<file path="src/verilog/pmt_defines.svh">
`ifndef PMT_DEFINES_SVH
`define PMT_DEFINES_SVH

// register indices, byte address is four times the index
`define PMT_IDX_IRQ_CTRL  8'h0b
`define PMT_IDX_FLAGS     8'h0c
`define PMT_IDX_COUNT     8'h11
`define PMT_IDX_CTRL      8'h12
`define PMT_IDX_ENABLES   8'h8c
`define PMT_IDX_PERIOD    8'h92
`define PMT_IDX_FLAG_CLR  8'h40

// reset values
`define PMT_RST_PERIOD    8'hff
`define PMT_RST_BYTE      8'h00
`define PMT_RST_NIBBLE    4'h0

// field positions
`define PMT_BIT_MATCH     1
`define PMT_CTRL_RUN      2
`define PMT_OPS_HI        6
`define PMT_OPS_LO        3
`define PMT_CPS_HI        1
`define PMT_CPS_LO        0
`define PMT_CTRL_MASK     8'h7f

// prescaler terminal counts (divide minus one)
`define PMT_PRE_LIM_1     4'h0
`define PMT_PRE_LIM_4     4'h3
`define PMT_PRE_LIM_16    4'hf

// bus fields
`define PMT_HTRANS_ACTIVE 1
`define PMT_IDX_HI        9
`define PMT_IDX_LO        2
`define PMT_HSIZE_WORD    3'h2
`define PMT_RESP_OKAY     1'b0
`define PMT_RDATA_PAD     24'h000000

`endif

</file>
<file path="src/verilog/pmt_pkg.sv">
package pmt_pkg;

   typedef enum logic [1:0] {
      BUS_ADDR = 2'b01,
      BUS_DATA = 2'b10
   } bus_state_t;

   typedef logic [7:0] byte_t;

endpackage : pmt_pkg

</file>
<file path="src/verilog/prescale_div.sv">
`timescale 1ns/10ps
`include "pmt_defines.svh"

module prescale_div
(
   // clock and reset
   input  wire logic       mclk_in,
   input  wire logic       srst_in,
   // control
   input  wire logic       clear_in,
   input  wire logic       run_in,
   input  wire logic [1:0] sel_in,
   // increment strobe
   output logic            tick_out
);

   logic [3:0] cnt_q;
   logic [3:0] cnt_d;
   logic [3:0] lim;

   always_comb
   begin
      // upper select bit alone picks the widest divide
      if (sel_in[1])
         lim = `PMT_PRE_LIM_16;
      else if (sel_in[0])
         lim = `PMT_PRE_LIM_4;
      else
         lim = `PMT_PRE_LIM_1;
      tick_out = run_in && !clear_in && (cnt_q == lim);
      cnt_d    = cnt_q;
      if (clear_in)
         cnt_d = `PMT_RST_NIBBLE;
      else if (run_in)
         cnt_d = (cnt_q == lim) ? `PMT_RST_NIBBLE : cnt_q + 4'h1;
   end

   always_ff @(posedge mclk_in)
   begin
      if (srst_in)
         cnt_q <= `PMT_RST_NIBBLE;
      else
         cnt_q <= cnt_d;
   end

endmodule : prescale_div

</file>
<file path="src/verilog/periodic_match_timer.sv">
// Implementation choice: the AHB-Lite slave port.
`timescale 1ns/10ps
`include "pmt_defines.svh"

module periodic_match_timer
(
   // clock and reset
   input  wire logic        mclk_in,
   input  wire logic        srst_in,
   // ahb-lite slave
   input  wire logic        hsel_in,
   input  wire logic [31:0] haddr_in,
   input  wire logic [1:0]  htrans_in,
   input  wire logic        hwrite_in,
   input  wire logic [2:0]  hsize_in,
   input  wire logic [31:0] hwdata_in,
   input  wire logic        hready_in,
   output logic [31:0]      hrdata_out,
   output logic             hreadyout_out,
   output logic             hresp_out,
   // events
   output logic             irq_out,
   output logic             match_out
);

   ////////////////////////////////////////////////////////////////////////////

   function automatic logic hit(input pmt_pkg::byte_t idx, input pmt_pkg::byte_t off);
      hit = (idx == off);
   endfunction : hit

   pmt_pkg::bus_state_t state_q;
   pmt_pkg::bus_state_t state_d;
   pmt_pkg::byte_t      idx_q;
   pmt_pkg::byte_t      idx_d;
   logic                wr_q;
   logic                wr_d;
   logic [31:0]         rdata_q;
   logic [31:0]         rdata_d;
   logic                ready_q;
   logic                ready_d;
   logic                resp_q;
   pmt_pkg::byte_t      rd_byte;
   logic                wr_stb;
   pmt_pkg::byte_t      wdata;

   pmt_pkg::byte_t      count_q;
   pmt_pkg::byte_t      count_d;
   pmt_pkg::byte_t      period_q;
   pmt_pkg::byte_t      period_d;
   pmt_pkg::byte_t      ctrl_q;
   pmt_pkg::byte_t      ctrl_d;
   pmt_pkg::byte_t      irqc_q;
   pmt_pkg::byte_t      irqc_d;
   logic [3:0]          post_q;
   logic [3:0]          post_d;
   logic                flag_q;
   logic                flag_d;
   logic                en_q;
   logic                en_d;
   logic                irq_q;
   logic                irq_d;
   logic                match_q;
   logic                match_d;
   logic                tick;
   logic                pre_clr;
   logic                match_ev;
   logic                post_done;
   logic                cnt_wr;
   logic                ctrl_wr;

   ////////////////////////////////////////////////////////////////////////////
   // bus slave: one wait state so read data leaves a flop

   assign wr_stb  = (state_q == pmt_pkg::BUS_DATA) && wr_q;
   assign wdata   = hwdata_in[7:0];
   assign cnt_wr  = wr_stb && hit(idx_q, `PMT_IDX_COUNT);
   assign ctrl_wr = wr_stb && hit(idx_q, `PMT_IDX_CTRL);

   always_comb
   begin
      rd_byte = `PMT_RST_BYTE;
      unique case (1'b1)
         hit(idx_q, `PMT_IDX_IRQ_CTRL): rd_byte = irqc_q;
         hit(idx_q, `PMT_IDX_FLAGS):    rd_byte = {6'h00, flag_q, 1'b0};
         hit(idx_q, `PMT_IDX_COUNT):    rd_byte = count_q;
         hit(idx_q, `PMT_IDX_CTRL):     rd_byte = ctrl_q & `PMT_CTRL_MASK;
         hit(idx_q, `PMT_IDX_ENABLES):  rd_byte = {6'h00, en_q, 1'b0};
         hit(idx_q, `PMT_IDX_PERIOD):   rd_byte = period_q;
         default:                       rd_byte = `PMT_RST_BYTE;
      endcase
   end

   always_comb
   begin
      state_d = state_q;
      idx_d   = idx_q;
      wr_d    = wr_q;
      rdata_d = rdata_q;
      ready_d = 1'b1;
      unique case (state_q)
         pmt_pkg::BUS_ADDR:
         begin
            if (hsel_in && htrans_in[`PMT_HTRANS_ACTIVE] && hready_in)
            begin
               state_d = pmt_pkg::BUS_DATA;
               idx_d   = haddr_in[`PMT_IDX_HI:`PMT_IDX_LO];
               // narrow writes are dropped rather than merged
               wr_d    = hwrite_in && (hsize_in == `PMT_HSIZE_WORD);
               ready_d = 1'b0;
            end
         end
         pmt_pkg::BUS_DATA:
         begin
            state_d = pmt_pkg::BUS_ADDR;
            if (!wr_q)
               rdata_d = {`PMT_RDATA_PAD, rd_byte};
         end
      endcase
   end

   always_ff @(posedge mclk_in)
   begin
      if (srst_in)
      begin
         state_q <= pmt_pkg::BUS_ADDR;
         idx_q   <= `PMT_RST_BYTE;
         wr_q    <= 1'b0;
         rdata_q <= {`PMT_RDATA_PAD, `PMT_RST_BYTE};
         ready_q <= 1'b1;
         resp_q  <= `PMT_RESP_OKAY;
      end
      else
      begin
         state_q <= state_d;
         idx_q   <= idx_d;
         wr_q    <= wr_d;
         rdata_q <= rdata_d;
         ready_q <= ready_d;
         resp_q  <= `PMT_RESP_OKAY;
      end
   end

   assign hrdata_out    = rdata_q;
   assign hreadyout_out = ready_q;
   assign hresp_out     = resp_q;

   ////////////////////////////////////////////////////////////////////////////
   // timer core

   assign pre_clr = cnt_wr || ctrl_wr;

   prescale_div u_pre
   (
      .mclk_in  (mclk_in),
      .srst_in  (srst_in),
      .clear_in (pre_clr),
      .run_in   (ctrl_q[`PMT_CTRL_RUN]),
      .sel_in   (ctrl_q[`PMT_CPS_HI:`PMT_CPS_LO]),
      .tick_out (tick)
   );

   assign match_ev  = tick && (count_q == period_q);
   assign post_done = match_ev && (post_q == ctrl_q[`PMT_OPS_HI:`PMT_OPS_LO]);

   always_comb
   begin
      count_d  = count_q;
      period_d = period_q;
      ctrl_d   = ctrl_q;
      irqc_d   = irqc_q;
      post_d   = post_q;
      flag_d   = flag_q;
      en_d     = en_q;
      // software write beats a same-cycle increment
      if (cnt_wr)
         count_d = wdata;
      else if (tick)
         count_d = match_ev ? `PMT_RST_BYTE : count_q + 8'h01;
      if (ctrl_wr)
         ctrl_d = wdata & `PMT_CTRL_MASK;
      if (wr_stb && hit(idx_q, `PMT_IDX_PERIOD))
         period_d = wdata;
      if (wr_stb && hit(idx_q, `PMT_IDX_IRQ_CTRL))
         irqc_d = wdata;
      if (wr_stb && hit(idx_q, `PMT_IDX_ENABLES))
         en_d = wdata[`PMT_BIT_MATCH];
      if (pre_clr)
         post_d = `PMT_RST_NIBBLE;
      else if (match_ev)
         post_d = post_done ? `PMT_RST_NIBBLE : post_q + 4'h1;
      if (wr_stb && hit(idx_q, `PMT_IDX_FLAG_CLR) && wdata[`PMT_BIT_MATCH])
         flag_d = 1'b0;
      // set after clear so a coincident event is kept
      if (post_done)
         flag_d = 1'b1;
      irq_d   = flag_d && en_d;
      match_d = match_ev;
   end

   always_ff @(posedge mclk_in)
   begin
      if (srst_in)
      begin
         count_q  <= `PMT_RST_BYTE;
         period_q <= `PMT_RST_PERIOD;
         ctrl_q   <= `PMT_RST_BYTE;
         irqc_q   <= `PMT_RST_BYTE;
         post_q   <= `PMT_RST_NIBBLE;
         flag_q   <= 1'b0;
         en_q     <= 1'b0;
         irq_q    <= 1'b0;
         match_q  <= 1'b0;
      end
      else
      begin
         count_q  <= count_d;
         period_q <= period_d;
         ctrl_q   <= ctrl_d;
         irqc_q   <= irqc_d;
         post_q   <= post_d;
         flag_q   <= flag_d;
         en_q     <= en_d;
         irq_q    <= irq_d;
         match_q  <= match_d;
      end
   end

   assign irq_out   = irq_q;
   assign match_out = match_q;

   ////////////////////////////////////////////////////////////////////////////
   // checks

   logic [4:0] gap_q;
   logic [4:0] gap_d;
   logic [4:0] div_m1;

   always_comb
   begin
      gap_d = (tick || pre_clr) ? 5'h00 : ((gap_q == 5'h1f) ? gap_q : gap_q + 5'h01);
      if (ctrl_q[`PMT_CPS_HI])
         div_m1 = {1'b0, `PMT_PRE_LIM_16};
      else if (ctrl_q[`PMT_CPS_LO])
         div_m1 = {1'b0, `PMT_PRE_LIM_4};
      else
         div_m1 = {1'b0, `PMT_PRE_LIM_1};
   end

   always_ff @(posedge mclk_in)
   begin
      if (srst_in)
         gap_q <= 5'h00;
      else
         gap_q <= gap_d;
   end
endmodule : periodic_match_timer

</file>
<file path="config.mk">
export PLATFORM = sky130hd
export DESIGN_NAME = periodic_match_timer
export DESIGN_NICKNAME = d
export VERILOG_FILES = /design/src/verilog/pmt_pkg.sv /design/src/verilog/prescale_div.sv /design/src/verilog/periodic_match_timer.sv
export VERILOG_INCLUDE_DIRS = /design/src /design/src/verilog
export SDC_FILE = /design/constraint.sdc
export NUM_CORES = 1
export LEC_CHECK = 0
export BUFFER_PORTS_ARGS = -buffer_cell sky130_fd_sc_hd__buf_2
export CAP_MARGIN = 5
export CORE_UTILIZATION = 30
export CTS_BUF_LIST = sky130_fd_sc_hd__clkbuf_4 sky130_fd_sc_hd__clkbuf_8
export CTS_CLUSTER_SIZE = 10
export DETAILED_ROUTE_END_ITERATION = 6
export PLACE_DENSITY = 0.61
export SYNTH_ARGS = -nofsm -noshare
export SYNTH_HDL_FRONTEND = slang
export SYNTH_SLANG_ARGS = --single-unit
</file>
<file path="constraint.sdc">
create_clock -name mclk_in -period 3.88 [get_ports mclk_in]
set_input_delay 0.97 -clock mclk_in [delete_from_list [all_inputs] [get_ports mclk_in]]
set_output_delay 0.97 -clock mclk_in [all_outputs]
set_load 0.01 [all_outputs]
</file>
==> out/results.md <==
Timing
- final worst-path cycle share: 64.84%
- Pins Over Slew Limit: 0
- final-report setup violation count: 0
- RSZ-0062 raised after global routing: no
- highest clock frequency the design can meet: 397.5 MHz
- final hold violation count: 0
- clk_skew: 0.008335 ns
- setup TNS: 0 ns
- clock period minus worst slack: 2.516 ns
- relative slew slack: 37.63%
- Worst Max-Slew Pin Slew: 0.9321 ns

Pwr
- cell leakage power: 0.001327 uW
- worst ir drop on vdd: 0.0001977 V
- Switching Share: 24.39%
- internal power contribution: 1020 uW
- Psw: 329.0 uW
- part of the total power dissipated in the clock network: 45.2%
- relative contribution of combinational cells to total power: 5.7%
- part of the total power dissipated in sequential elements: 49.1%
- Power per Cell Area: 357.3 mW/mm^2

Logic synthesis
- count of cell types in the netlist: 55
- number of synthesis warnings: 0
- share of the synthesized area in the top cell type: 37.54%
- cell area after synthesis: 0.003359 mm^2
- number of enable-type register cells in the synthesized netlist: 0
- gate count after technology mapping: 400
- register area share after synthesis: 37.54%
- main area contributors after synthesis: sky130_fd_sc_hd__dfxtp_1 38%, sky130_fd_sc_hd__nand2_1 7.5%, sky130_fd_sc_hd__buf_4 5.8%
- leading post-synthesis cells by instance count: 67 x sky130_fd_sc_hd__nand2_1, 63 x sky130_fd_sc_hd__dfxtp_1, 27 x sky130_fd_sc_hd__nor2_1, 26 x sky130_fd_sc_hd__buf_4, 25 x sky130_fd_sc_hd__a21oi_1
- asr flop ratio synth: 0%
- most area-hungry cell type in the Yosys netlist: sky130_fd_sc_hd__dfxtp_1
- post-synthesis average cell area: 8.399 um^2
- most common cell in the synthesized netlist: sky130_fd_sc_hd__nand2_1
- top flip-flop cell by instance count after synthesis: sky130_fd_sc_hd__dfxtp_1
- flop and latch count out of synthesis: 63

Cells and area
- antenna cells: 0
- post-layout instance area: 0.003775 mm^2
- post-layout net count: 507
- layout overhead on the synthesized area: 12.36%
- proportion of layout cells with a drive suffix above 1: 15.40%

Clock tree
- later-pin clock latency in the skew report: 0.35 ns
- master cell of the clock root buffer: sky130_fd_sc_hd__clkbuf_8
- worst-case clock buffer depth: 2
- Max H-tree Level: 3
- TritonCTS clock tree: yes
- number of clock sinks: 63
- CTS clk-pin slew, worst paths: 0.07 ns
- number of post-CTS setup repair buffers: 0
- number of hold buffers added after cts: 0
- # resized after CTS: 0
- cts bufs inserted: 9

Global routing
- aggregate global-route resource usage: 15.79%
- first-pass GRT wire length: 14.15 mm
- GRT Residual Overflow: 0
- initial antenna violation count: 0
- pin count of the biggest net entering global routing: 28
- vias in the first global route: 2,847

Worst setup path
- Reg2Reg Capture Point: period_q[4]
- crit start category: flop
- worst r2r path cells: 5
- FF-to-FF Start: idx_q[1]
- Setup Crit Path Kind: reg -> reg
- register-to-register setup slack: 1.36 ns
- CP Data Arrival Time: 2.75 ns
- start point of the critical path: idx_q[1]
- type of destination of the critical path: flop
- required time reported for the critical path endpoint: 4.11 ns
- largest fanout on the critical path: 15

Routing
- drt drc: 0
- antenna viol nets, final: 0
- overall routed net length: 8.642 mm
- DRT iter0 DRCs: 336
- vias per inst: 5.125
- average wire length per cell after detail routing: 15.03 um
- number of detailed-routing iterations run before antenna repair: 4
- via count of the routed design: 2,947

Floorplan
- number of primary I/O pins: 110
- Die H: 107.8 um
- placeable core area: 0.01089 mm^2
- width of the chip: 107.8 um
- area of the die: 0.01163 mm^2
- effective utilization at floorplan: 30.85%
- floorplan row count: 38

Place
- GPL Wtd Cong: 0.8557
- number of buffer cells added on primary ports: 35
- cell area after placement: 0.003562 mm^2
- HPWL Detailed: 6.128 mm

Outcome
- outcome: completed

Min path
- Hold Startpoint: hrdata_out[3]
- Hold Path Cell Cnt: 2
- Hold WC Path Type: reg -> reg
- worst-case hold path end point: hrdata_out[3]

Run
- number of max-cap violations: 0

layer usage:
metal	GRT usage [%]	vias to the layer above	wire, um
li1	-	1428	-
met1	20.08	1397	3693
met2	25.64	109	4122
met3	4.419	13	694
met4	4.990	0	132
met5	0	-	0
power groups by stage:
stage / clock [uW] / sequential (uW) / combinational (uW)
after detailed placement: 0 / 677 / 76.9
after CTS: 619 / 662 / 77.3
final: 609 / 662 / 77.2
after global routing: 647 / 663 / 85.4
after global placement: 0 / 676 / 75.8
after floorplan: 0 / 674 / 67.8
critical path, stage by stage (launching register included):
cell                      delay [ns]
sky130_fd_sc_hd__dfxtp_1        0.47
sky130_fd_sc_hd__nor4b_4        0.24
sky130_fd_sc_hd__buf_4          0.25
sky130_fd_sc_hd__nor4b_4        0.75
sky130_fd_sc_hd__nand2_2        0.33
sky130_fd_sc_hd__a211o_1        0.36
state kept, by name (all words and copies together) (netlist names), 2 cells and up:
register / count
count_q: 8
hrdata_out: 8
idx_q: 8
irqc_q: 8
period_q: 8
ctrl_q: 7
post_q: 4
u_pre.cnt_q: 4
state_q: 2
metrics by stage:
| step | hold WS (ns) | power, uW | utilization, % | instances | setup slack (ns) |
|---|---|---|---|---|---|
| floorplan | 0.4321 | 742.0 | - | 424 | 1.812 |
| global placement | 0.4390 | 752.1 | 32.72 | 559 | 1.494 |
| detailed placement | 0.4454 | 753.7 | 32.72 | 559 | 1.405 |
| CTS | 0.4559 | 1358 | 34.67 | 575 | 1.379 |
| global route | 0.4714 | 1396 | 34.67 | 575 | 1.228 |
| finish | 0.4523 | 1349 | 34.67 | 575 | 1.364 |
logic make-up after synthesis:
group                    share of synthesized area [%]
XOR/XNOR                                         4.693
AND/OR/NAND/NOR                                  29.91
buffers and inverters                            8.864
other                                           0.1116
multiplexers                                     3.873
adder cells (fa/ha/maj)                          1.117
flip-flops                                       37.54
AO/OA/AOI/OAI                                    13.89
cell usage in the layout (no fill, tap or decap), types with 8 or more instances in the layout:
cell type / synthesis / final
sky130_fd_sc_hd__conb_1: 1 / 25
sky130_fd_sc_hd__a22oi_1: 8 / 8
sky130_fd_sc_hd__a21oi_1: 25 / 25
sky130_fd_sc_hd__clkbuf_8: 0 / 11
sky130_fd_sc_hd__mux2i_1: 13 / 13
sky130_fd_sc_hd__nor2_1: 27 / 27
sky130_fd_sc_hd__dfxtp_1: 63 / 63
sky130_fd_sc_hd__buf_2: 7 / 35
sky130_fd_sc_hd__nand4_1: 9 / 9
sky130_fd_sc_hd__nand2_1: 67 / 67
sky130_fd_sc_hd__nand3_1: 23 / 23
sky130_fd_sc_hd__xnor2_1: 8 / 8
sky130_fd_sc_hd__xor2_1: 10 / 10
final cells by class:
class / count / area [um^2]
Tap cell: 140 / 175.2
Sequential cell: 63 / 1261
Multi-Input combinational cell: 310 / 1891
Inverter: 6 / 22.52
Timing Repair Buffer: 40 / 212.7
Clock buffer: 12 / 158.9
Clock inverter: 4 / 53.80
Fill cell: 1121 / 7113
worst max-delay path by stage:
stage	endpoint	cells past startpoint
after floorplan	idx_q[0]	4
after global placement	period_q[2]	5
after detailed placement	period_q[4]	5
after CTS	period_q[4]	5
after global routing	period_q[2]	5
final	period_q[4]	5
Power figures use the tool's default switching activity.
